<file path="src/common/lpmn_regs.svh">
// constants for the link power-state entry negotiation block
// assumes one 20 mhz link-layer clock
`ifndef LPMN_REGS_SVH
`define LPMN_REGS_SVH
// ==========================================
// timing
`define LPMN_CLK_PERIOD_NS 50
`define LPMN_RESEND_NS 1000
`define LPMN_RESEND_CYC ((`LPMN_RESEND_NS + `LPMN_CLK_PERIOD_NS - 1) / `LPMN_CLK_PERIOD_NS)
// ==========================================
// entry dllp codes on the tx port
`define LPMN_DLLP_NONE 2'h0
`define LPMN_DLLP_L1 2'h1
`define LPMN_DLLP_L23 2'h2
`endif

</file>
<file path="src/common/lpmn_pkg.sv">
// types for the link power-state entry negotiation block
// assumes nothing of its surroundings
package lpmn_pkg;
	typedef enum logic [1:0] {
		LPMN_KIND_NONE,
		LPMN_KIND_L1,
		LPMN_KIND_L23
	} lpmn_kind_e;
	typedef enum logic [1:0] {
		LPMN_IDLE,
		LPMN_SEND,
		LPMN_WAIT_ACK,
		LPMN_DONE
	} lpmn_state_e;
endpackage

</file>
<file path="src/common/lpmn_tmr_if.sv">
// carrier between the negotiation fsm and its resend timer
// assumes a single clock domain
`timescale 1ns/1ps
interface lpmn_tmr_if;
	logic start;
	logic expired;
	modport fsm (output start, input expired);
	modport tmr (input start, output expired);
endinterface

</file>
<file path="src/rtl/lpmn_ds_negotiator.sv">
// downstream-end entry negotiation for l1 and l2/l3 ready
// assumes link layer gives one-cycle strobes, all sync to mclk
// assumes the far end answers a taken entry dllp with ack, nak or nothing
`timescale 1ns/1ps
`include "lpmn_regs.svh"
module lpmn_ds_negotiator #(
	parameter int unsigned RESEND_CYC = `LPMN_RESEND_CYC
) (
	// clock and reset
	input wire logic mclk,
	input wire logic rst,
	// entry requests
	input wire logic l1_sw_req,
	input wire logic l1_aspm_req,
	input wire logic pme_to_ack_sent,
	// link status
	input wire logic link_interrupt,
	input wire logic link_down,
	input wire logic partner_ack,
	input wire logic partner_nak,
	// entry dllp transmit
	output logic dllp_tx_valid,
	output logic [1:0] dllp_tx_type,
	input wire logic dllp_tx_ready,
	// results
	output logic busy,
	output logic enter_l1,
	output logic enter_l23,
	output logic done_pulse,
	output logic abort_pulse
);
	// ==========================================
	// state
	lpmn_pkg::lpmn_state_e state_ff, nxt_state;
	lpmn_pkg::lpmn_kind_e kind_ff, nxt_kind;
	logic restart_ff, nxt_restart;
	logic done_ff, nxt_done;
	logic abort_ff, nxt_abort;
	logic l1_ff, nxt_l1;
	logic l23_ff, nxt_l23;
	logic tx_valid_ff, nxt_tx_valid;
	logic [1:0] tx_type_ff, nxt_tx_type;
	logic ev_done, ev_abort, ev_clear;
	lpmn_tmr_if tif ();

	function automatic logic [1:0] kind_code(input lpmn_pkg::lpmn_kind_e k);
		case (k)
			lpmn_pkg::LPMN_KIND_L1: kind_code = `LPMN_DLLP_L1;
			lpmn_pkg::LPMN_KIND_L23: kind_code = `LPMN_DLLP_L23;
			default: kind_code = `LPMN_DLLP_NONE;
		endcase
	endfunction

	// true while the link must be held in l0
	function automatic logic in_flight(input lpmn_pkg::lpmn_state_e s);
		in_flight = (s == lpmn_pkg::LPMN_SEND) || (s == lpmn_pkg::LPMN_WAIT_ACK);
	endfunction

	// one timer suffices: only one negotiation is ever in flight
	lpmn_timer #(.CYCLES(RESEND_CYC)) u_timer (
		.mclk(mclk),
		.rst(rst),
		.tmr(tif.tmr)
	);

	// ==========================================
	// next state
	always_comb begin
		nxt_state = state_ff;
		nxt_kind = kind_ff;
		nxt_restart = restart_ff;
		nxt_tx_valid = 1'b0;
		nxt_tx_type = `LPMN_DLLP_NONE;
		tif.start = 1'b0;
		ev_done = 1'b0;
		ev_abort = 1'b0;
		// l-state held only until link goes down or, in done, is interrupted
		ev_clear = link_down;
		if ((link_interrupt || link_down) && in_flight(state_ff)) begin
			nxt_state = lpmn_pkg::LPMN_IDLE;
			ev_abort = 1'b1;
			// remember to restart, not after link down
			nxt_restart = !link_down;
		end else begin
			case (state_ff)
				lpmn_pkg::LPMN_IDLE: begin
					// no start on a downed link; the host asks again later
					if (link_down) begin
						nxt_restart = 1'b0;
					// pme ack starts l2/l3 ready entry
					end else if (pme_to_ack_sent) begin
						nxt_kind = lpmn_pkg::LPMN_KIND_L23;
						nxt_state = lpmn_pkg::LPMN_SEND;
					// sw and aspm share one machine
					end else if (l1_sw_req || l1_aspm_req) begin
						nxt_kind = lpmn_pkg::LPMN_KIND_L1;
						nxt_state = lpmn_pkg::LPMN_SEND;
					end else if (restart_ff && kind_ff != lpmn_pkg::LPMN_KIND_NONE) begin
						nxt_state = lpmn_pkg::LPMN_SEND;
					end
					if (nxt_state == lpmn_pkg::LPMN_SEND) begin
						nxt_restart = 1'b0;
					end
				end
				lpmn_pkg::LPMN_SEND: begin
					nxt_tx_valid = 1'b1;
					nxt_tx_type = kind_code(kind_ff);
					if (tx_valid_ff && dllp_tx_ready) begin
						nxt_tx_valid = 1'b0;
						nxt_tx_type = `LPMN_DLLP_NONE;
						tif.start = 1'b1;
						nxt_state = lpmn_pkg::LPMN_WAIT_ACK;
					end
				end
				lpmn_pkg::LPMN_WAIT_ACK: begin
					if (partner_ack) begin
						nxt_state = lpmn_pkg::LPMN_DONE;
						ev_done = 1'b1;
					end else if (partner_nak) begin
						nxt_state = lpmn_pkg::LPMN_IDLE;
						ev_abort = 1'b1;
						nxt_kind = lpmn_pkg::LPMN_KIND_NONE;
					end else if (tif.expired) begin
						// keep repeating entry dllps until answered
						nxt_state = lpmn_pkg::LPMN_SEND;
					end
				end
				lpmn_pkg::LPMN_DONE: begin
					// wait for the link to leave the l-state, then rearm
					if (link_interrupt || link_down) begin
						nxt_state = lpmn_pkg::LPMN_IDLE;
						nxt_kind = lpmn_pkg::LPMN_KIND_NONE;
						ev_clear = 1'b1;
					end
				end
				default: begin
					nxt_state = lpmn_pkg::LPMN_IDLE;
				end
			endcase
		end
	end

	// ==========================================
	// result flags
	always_comb begin
		nxt_done = ev_done;
		nxt_abort = ev_abort;
		nxt_l1 = l1_ff;
		nxt_l23 = l23_ff;
		// levels rise with the done pulse
		if (ev_clear) begin
			nxt_l1 = 1'b0;
			nxt_l23 = 1'b0;
		end else if (ev_done) begin
			nxt_l1 = (kind_ff == lpmn_pkg::LPMN_KIND_L1);
			nxt_l23 = (kind_ff == lpmn_pkg::LPMN_KIND_L23);
		end
	end

	// ==========================================
	// negotiation registers
	// reset lands in idle
	always_ff @(posedge mclk or posedge rst) begin
		if (rst) begin
			state_ff <= lpmn_pkg::LPMN_IDLE;
			kind_ff <= lpmn_pkg::LPMN_KIND_NONE;
			restart_ff <= 1'b0;
			tx_valid_ff <= 1'b0;
			tx_type_ff <= `LPMN_DLLP_NONE;
		end else begin
			state_ff <= nxt_state;
			kind_ff <= nxt_kind;
			restart_ff <= nxt_restart;
			tx_valid_ff <= nxt_tx_valid;
			tx_type_ff <= nxt_tx_type;
		end
	end

	// ==========================================
	// result registers
	always_ff @(posedge mclk or posedge rst) begin
		if (rst) begin
			done_ff <= 1'b0;
			abort_ff <= 1'b0;
			l1_ff <= 1'b0;
			l23_ff <= 1'b0;
		end else begin
			done_ff <= nxt_done;
			abort_ff <= nxt_abort;
			l1_ff <= nxt_l1;
			l23_ff <= nxt_l23;
		end
	end

	// ==========================================
	// outputs
	assign dllp_tx_valid = tx_valid_ff;
	assign dllp_tx_type = tx_type_ff;
	assign busy = in_flight(state_ff);
	assign enter_l1 = l1_ff;
	assign enter_l23 = l23_ff;
	assign done_pulse = done_ff;
	assign abort_pulse = abort_ff;
endmodule

</file>
<file path="src/rtl/lpmn_timer.sv">
// resend interval timer for entry dllp repetition
// assumes mclk and async active-high rst
`timescale 1ns/1ps
`include "lpmn_regs.svh"
module lpmn_timer #(
	parameter int unsigned CYCLES = `LPMN_RESEND_CYC
) (
	// clock and reset
	input wire logic mclk,
	input wire logic rst,
	// control
	lpmn_tmr_if.tmr tmr
);
	localparam int unsigned W = $clog2(CYCLES + 1);
	logic [W-1:0] cnt_ff, nxt_cnt;
	always_comb begin
		if (tmr.start) begin
			nxt_cnt = W'(CYCLES - 1);
		end else if (cnt_ff != '0) begin
			nxt_cnt = cnt_ff - 1'b1;
		end else begin
			nxt_cnt = cnt_ff;
		end
	end
	always_ff @(posedge mclk or posedge rst) begin
		if (rst) begin
			cnt_ff <= '0;
		end else begin
			cnt_ff <= nxt_cnt;
		end
	end
	assign tmr.expired = (cnt_ff == W'(1)) && !tmr.start;
endmodule

</file>
<file path="config.mk">
export PLATFORM = sky130hd
export DESIGN_NAME = lpmn_ds_negotiator
export DESIGN_NICKNAME = d
export VERILOG_FILES = /design/src/common/lpmn_pkg.sv /design/src/common/lpmn_tmr_if.sv /design/src/rtl/lpmn_ds_negotiator.sv /design/src/rtl/lpmn_timer.sv
export VERILOG_INCLUDE_DIRS = /design/src /design/src/common
export SDC_FILE = /design/constraint.sdc
export NUM_CORES = 1
export LEC_CHECK = 0
export ABC_AREA = 0
export BUFFER_PORTS_ARGS = -buffer_cell sky130_fd_sc_hd__buf_4
export CAP_MARGIN = 20
export CORE_AREA = 2 2 45 47
export DETAILED_ROUTE_END_ITERATION = 10
export DIE_AREA = 0 0 47 49
export PLACE_DENSITY = 0.82
export SLEW_MARGIN = 20
export SYNTH_ARGS = -nofsm -noshare
export SYNTH_HDL_FRONTEND = slang
export SYNTH_SLANG_ARGS = --single-unit
export TNS_END_PERCENT = 5
</file>
<file path="constraint.sdc">
create_clock -name mclk -period 4.09 [get_ports mclk]
set_clock_uncertainty 0.15 [all_clocks]
set_input_delay 0.409 -clock mclk [delete_from_list [all_inputs] [get_ports mclk]]
set_output_delay 0.409 -clock mclk [all_outputs]
set_load 0.05 [all_outputs]
</file>
* Yosys cells after proc, flatten, opt, wreduce, memory -nomap -nowiden
Cells that the tools add are included.
** Storage, ports and cells
- Register bits :: 17
- Bits of input ports :: 10
- Output and inout bits :: 8
- Logic and storage cells :: 96
** Cells by class
- $add $sub $neg :: 1
- Eq/ne operators :: 15
- Multiplexer cells :: 49
- Bitwise operators :: 1
- Reductions and logical operators :: 20
** Operator list (number)
- $mux 2 :: 20
- $mux 1 :: 24
- $mux 5 :: 2
- $ne 2x2->1 const B :: 4
- $pmux 2 s4 :: 1
- $reduce_bool 2->1 :: 4
- $reduce_and 7->1 :: 1
- $eq 2x1->1 const B :: 3
- $eq 2x2->1 const B :: 3
- $ne 3x3->1 const B :: 2
- $pmux 2 s3 :: 1
- $reduce_bool 3->1 :: 2
- $eq 5x1->1 const B :: 1
- $ne 5x4->1 const B :: 1
- $reduce_bool 5->1 :: 1
- $sub 5x1->5 const B :: 1
- $logic_and 1x1->1 :: 4
- $pmux 2 s2 :: 1
- $logic_or 1x1->1 :: 3
- $ne 3x1->1 const B :: 1
- $reduce_and 3->1 :: 1
- $logic_not 1->1 :: 2
- $logic_not 2->1 :: 1
- $reduce_and 2->1 :: 1
- $not 1->1 :: 1

* Depth between registers and ports, before layout
- Word-level depth :: 12
- Mapped depth :: 7
- Gate-level depth less buffers :: 6

* By module
From an unflattened synthesis, not the netlist that was laid out.
** Unflattened totals
- Cell total of the unflattened synthesis :: 105
- Area, all modules :: 1022.2 um^2
** By module, submodules not included
- lpmn_ds_negotiator :: times used 1, cells an instance 76, area each 732.0 um^2, seq. area each 300.3 um^2
- lpmn_timer :: times used 1, cells an instance 29, area each 290.3 um^2, seq. area each 125.1 um^2

* Worst setup path before layout
OpenSTA, ideal clock, no wires.
- Kind :: reg-to-reg
- Start point :: register state_ff[0]
- End point :: register state_ff[1]
- Setup time :: 0.121 ns
- Arrival time :: 1.963 ns
- Data required time :: 3.819 ns
- Path slack :: 1.856 ns
- Cell stages (with the launch flop) :: 7
- Path buffers :: 0
- Period minus slack after synthesis :: 2.234 ns
- Path through :: dfrtp_1 inv_1 ha_1 o21a_4 a2111o_1 and3_1 a22o_1
** On the way
- Cells in the longest elaborated chain, start to end :: 8
- Elaborated cells on any way between the ends :: 16
- Classes of those cells :: eq/ne (6); mux (4); reduce/logical (6)
** Ends and longest elaborated chain
- start: declaration :: RTL line lpmn_ds_negotiator.sv:34 : lpmn_pkg::lpmn_state_e state_ff, nxt_state;
- start signal: assignment :: RTL line lpmn_ds_negotiator.sv:165 : state_ff <= lpmn_pkg::LPMN_IDLE;
- start signal: assignment :: RTL line lpmn_ds_negotiator.sv:171 : state_ff <= nxt_state;
- $eq 2x1->1 or $eq 2x2->1 (tied branches)
- $logic_or 1x1->1 (*)
- named net busy :: RTL line lpmn_ds_negotiator.sv:26 : output logic busy,
- $logic_and 1x1->1 (*) :: RTL line lpmn_ds_negotiator.sv:79 : if ((link_interrupt || link_down) && in_flight(state_ff)) begin
- $mux 1 :: RTL line lpmn_ds_negotiator.sv:79
- $logic_not 1->1 :: RTL line lpmn_timer.sv:32 : assign tmr.expired = (cnt_ff == W'(1)) && !tmr.start;
- $logic_and 1x1->1 :: RTL line lpmn_timer.sv:32
- $ne 5x4->1 (no line)
- $reduce_and 3->1 (no line)
Mark *: on every way through the listed nets, which the timed path passes. The rest lies on a longest branch.
A chain may end at the register's enable or synchronous reset.

* Worst setup path in the final report
- Start point :: register state_ff[0]
- End point :: register state_ff[1]
** On the way
- Cells in the longest elaborated chain, start to end :: 8
- Elaborated cells on any way between the ends :: 16
- Classes of those cells :: eq/ne (6); mux (4); reduce/logical (6)
** Ends and longest elaborated chain
- $eq 2x1->1 or $eq 2x2->1 (tied branches) :: RTL line lpmn_ds_negotiator.sv:56, lpmn_ds_negotiator.sv:85
- $logic_or 1x1->1 :: RTL line lpmn_ds_negotiator.sv:56 : in_flight = (s == lpmn_pkg::LPMN_SEND) || (s == lpmn_pkg::LPMN_WAIT_ACK);
- $logic_and 1x1->1 :: RTL line lpmn_ds_negotiator.sv:79
- $mux 1 :: RTL line lpmn_ds_negotiator.sv:79
- $logic_not 1->1 :: RTL line lpmn_timer.sv:32
- $logic_and 1x1->1 :: RTL line lpmn_timer.sv:32
- $ne 5x4->1 (no line)
- $reduce_and 3->1 (no line)
Parallel ways exist; a longest one is shown, timed or not.

==> metrics.log <==
[metrics] input/output buffers: 17
[metrics] total I/O pin count: 18
[metrics] post-synthesis mux area share: 0.0430
[metrics] final number of max-transition violations: 0
[metrics] Chip Height: 49 um
[metrics] Fmax achieved: between 400 and 500 MHz
[metrics] iteration-0 DRC count of the detailed router: 15
[metrics] number of storage elements in the synthesis netlist: 17
[metrics] number of antenna violations at the first check in global routing: 0
[metrics] Critical Path Start Type: register
[metrics] grt ovf: 0
[metrics] nets in the synthesized netlist: between 100 and 150
[metrics] cell chosen for the clock root: sky130_fd_sc_hd__clkbuf_4
[metrics] Post-layout nets: 135
[metrics] share of final-layout standard cells stronger than drive strength 1: 0.233
[metrics] mean cell area of the mapped netlist: 10.2 um2
[metrics] setup repair after global routing missed its margin: false
[metrics] hold buffer count at cts: 0
[metrics] worst-path cell chain: inv_1, ha_1, o21a_4, a2111o_1, and3_1, a22o_1
[metrics] adder-cell area share of the yosys netlist: 0.101
[metrics] distinct cell type count after synthesis: 37
[metrics] number of warnings reported in the yosys synthesis log: 0
[metrics] combined area of all synthesized cells: around 990 um2
[metrics] worst path setup slack after routing: 2.01 ns
[metrics] maxcap violations: 0
[metrics] highest-delay cell along the critical path: sky130_fd_sc_hd__dfrtp_1
[metrics] beginning of the worst register-to-register path: state_ff[0]$_DFFE_PP0P_
[metrics] Clock Latency Late Sink: about 0.31 ns
[metrics] largest stage delay on the critical path: 0.44 ns
[metrics] starting density of the core: 0.537
[metrics] Area after DPL: 1130 um2
[metrics] Worst Max-Slew Pin Slew: 0.623 ns
[metrics] Yosys top cell area share: 0.430
[metrics] result of the run: finished clean
[metrics] Horiz. Die Dim: ~47 um
[metrics] fill count: 178
[metrics] number of search-and-repair iterations in the first detailed-routing pass: 4
[metrics] post-synthesis compound-gate area fraction: 0.154
[metrics] Pwr per Cell Area: 705 nW/um2
[metrics] leak pwr: roughly 0.54 nW
[metrics] number of sinks driven by the clock tree: 17
[metrics] TritonCTS buffer count: 3
[metrics] clock tree from TritonCTS: built
[metrics] asr flop ratio synth: 1.00
[metrics] required time of the critical path: 4.14 ns
[metrics] post-layout instance area: roughly 1200 um2
[metrics] overall die area: 2300 um2
[metrics] element type at the critical path end: register
[metrics] core utilization of the finished layout: 0.632
[metrics] peak supply drop: 557 uV
[metrics] share of the clock period used by the worst path: 0.509
[metrics] clk slew on worst S/H paths: 0.10 ns
[metrics] Final Setup Violations: 0
[metrics] number of vias in the routed layout: 763
[metrics] pre-CTS setup slack: slightly above 2 ns
[metrics] RR Endpoint: state_ff[1]$_DFFE_PP0P_
[metrics] final hold violations: 0
[metrics] number of setup buffers added after CTS: 0
[metrics] number of diodes: 0
[metrics] core region area: 1840 um2
[metrics] Placer Congestion: 0.849
[metrics] leading register cell type out of synthesis: sky130_fd_sc_hd__dfrtp_1
[metrics] number of flops mapped to enable cells by yosys: 0
[metrics] layout overhead on the synthesized area: 17.8%
[metrics] Post-route DRC: 0
[metrics] Post-Route WL: 1860 um
[metrics] Critical Setup Path Class: reg -> reg
[metrics] endpoint arrival time on the critical path: around 2.1 ns
[metrics] sequential fraction of the synthesis area: 0.430
[metrics] number of nets with antenna violations after routing: 0
[metrics] cell depth of the worst flop-to-flop path: 6
[metrics] vias in the first global route: 744
[metrics] Syn Inst Count: 97
[metrics] maximum number of buffers from clock root to sink: 2
[metrics] share of synthesized cell area in and, or, nand and nor gates: 0.211
[metrics] Wirelength per Cell: between 10 and 15 um
[metrics] combinational family with the most area after synthesis: simple AND/OR/NAND/NOR gates
[metrics] cell taking the most area after synthesis: sky130_fd_sc_hd__dfrtp_1
[metrics] slew margin rel.: 0.584
[metrics] area share of xor/xnor cells in the synthesized design: 0.0177
[metrics] H-tree depth: 1
[metrics] highest-count cells in the layout ignoring fill and taps: 17 x sky130_fd_sc_hd__dfrtp_1, 17 x sky130_fd_sc_hd__buf_4, 8 x sky130_fd_sc_hd__nand2_1, 8 x sky130_fd_sc_hd__nor2_1, 8 x sky130_fd_sc_hd__ha_1
[metrics] # rows: 16
[metrics] worst hold-check path type: in -> async
[metrics] overall track demand over capacity in global routing: 0.198
[metrics] per-cell via count in the routed design: 5.34
[metrics] R2R Setup Slk: about 2.0 ns
[metrics] final total negative setup slack: 0 ns
[metrics] first-pass GRT wire length: between 3000 and 4000 um
[metrics] largest net degree at the start of global routing: 18
[metrics] top cells by area, synth: sky130_fd_sc_hd__dfrtp_1 43%, sky130_fd_sc_hd__ha_1 10%, sky130_fd_sc_hd__nand2_1 3.0%
[metrics] Resize count post-CTS: 0
[metrics] worst-path maximum fanout: 6
[metrics] min Tclk post-route: 2.08 ns
[metrics] post-DP HPWL: approximately 1500 um
synthesized netlist by cell type (2+ instances only):
master,count
sky130_fd_sc_hd__mux2i_1,2
sky130_fd_sc_hd__nand3_1,2
sky130_fd_sc_hd__xnor2_1,2
sky130_fd_sc_hd__nor4b_2,2
sky130_fd_sc_hd__o22ai_1,2
sky130_fd_sc_hd__nor2b_1,3
sky130_fd_sc_hd__dfrtp_1,17
sky130_fd_sc_hd__nor2_1,8
sky130_fd_sc_hd__ha_1,8
sky130_fd_sc_hd__inv_1,7
sky130_fd_sc_hd__nand2b_1,4
sky130_fd_sc_hd__a21oi_1,3
sky130_fd_sc_hd__nand2_1,8
sky130_fd_sc_hd__and3_1,2
sky130_fd_sc_hd__o21ai_0,3
sky130_fd_sc_hd__nor3_1,3
state kept, by name, indices dropped and copies added (netlist names):
register / flops
dllp_tx_type: 2
kind_ff: 2
u_timer.cnt_ff: 5
dllp_tx_valid: 1
state_ff: 2
restart_ff: 1
enter_l23: 1
done_pulse: 1
enter_l1: 1
abort_pulse: 1
power breakdown:
group          switching (W)  internal (W)
clock network      0.0000584     0.0000374
registers          0.0000547      0.000231
logic               0.000255      0.000184
stage by stage:
stage               hold slack [ns]  total power (W)  std cells
finish                       0.0211         0.000821        143
detailed placement            0.330         0.000733        139
global route                 0.0958         0.000887        143
floorplan                     0.185         0.000621         97
global placement              0.329         0.000719        139
CTS                          0.0453         0.000830        143
worst max-delay path, delay by kind of cell (launching register included):
kind / cells / cell delay, ns
DFF: 1 / 0.44
and+or+nand+nor: 1 / 0.17
adders and majority gates: 1 / 0.36
buffers and inverters: 1 / 0.11
AOI/OAI and AO/OA: 3 / 0.74
kinds of logic after synthesis:
logic type	Yosys count
adders and majority gates	8
xor gates and xnor gates	2
and+or+nand+nor	37
AOI/OAI and AO/OA	20
muxes	4
buffers and inverters	9
DFF	17
per-layer routing:
metal,GRT usage,vias up,part of all wire
met5,0,-,0
met4,0.0833,0,0.020
met3,0.0481,6,0.037
met2,0.329,12,0.53
met1,0.233,363,0.41
li1,-,382,-
final cells by class:
cell class / count / area [um2] / share of cell area
multi-input cells: 71 / 522 / 0.448
flip-flops and latches: 17 / 425 / 0.365
repair buffers: 17 / 128 / 0.110
well taps: 27 / 33.8 / 0.0290
inverters: 7 / 26.3 / 0.0226
clock buffers: 3 / 22.5 / 0.0193
clock inverters: 1 / 7.51 / 0.00644
worst max-delay path by stage:
stage	to	cells past startpoint	start
after detailed placement	state_ff[1]$_DFFE_PP0P_	6	state_ff[0]$_DFFE_PP0P_
after global placement	state_ff[1]$_DFFE_PP0P_	6	state_ff[0]$_DFFE_PP0P_
after global routing	state_ff[1]$_DFFE_PP0P_	6	state_ff[0]$_DFFE_PP0P_
after floorplan	state_ff[1]$_DFFE_PP0P_	6	state_ff[0]$_DFFE_PP0P_
after CTS	state_ff[1]$_DFFE_PP0P_	6	state_ff[0]$_DFFE_PP0P_
final	state_ff[1]$_DFFE_PP0P_	6	state_ff[0]$_DFFE_PP0P_
Note: power is estimated with default switching activity, not from simulation.
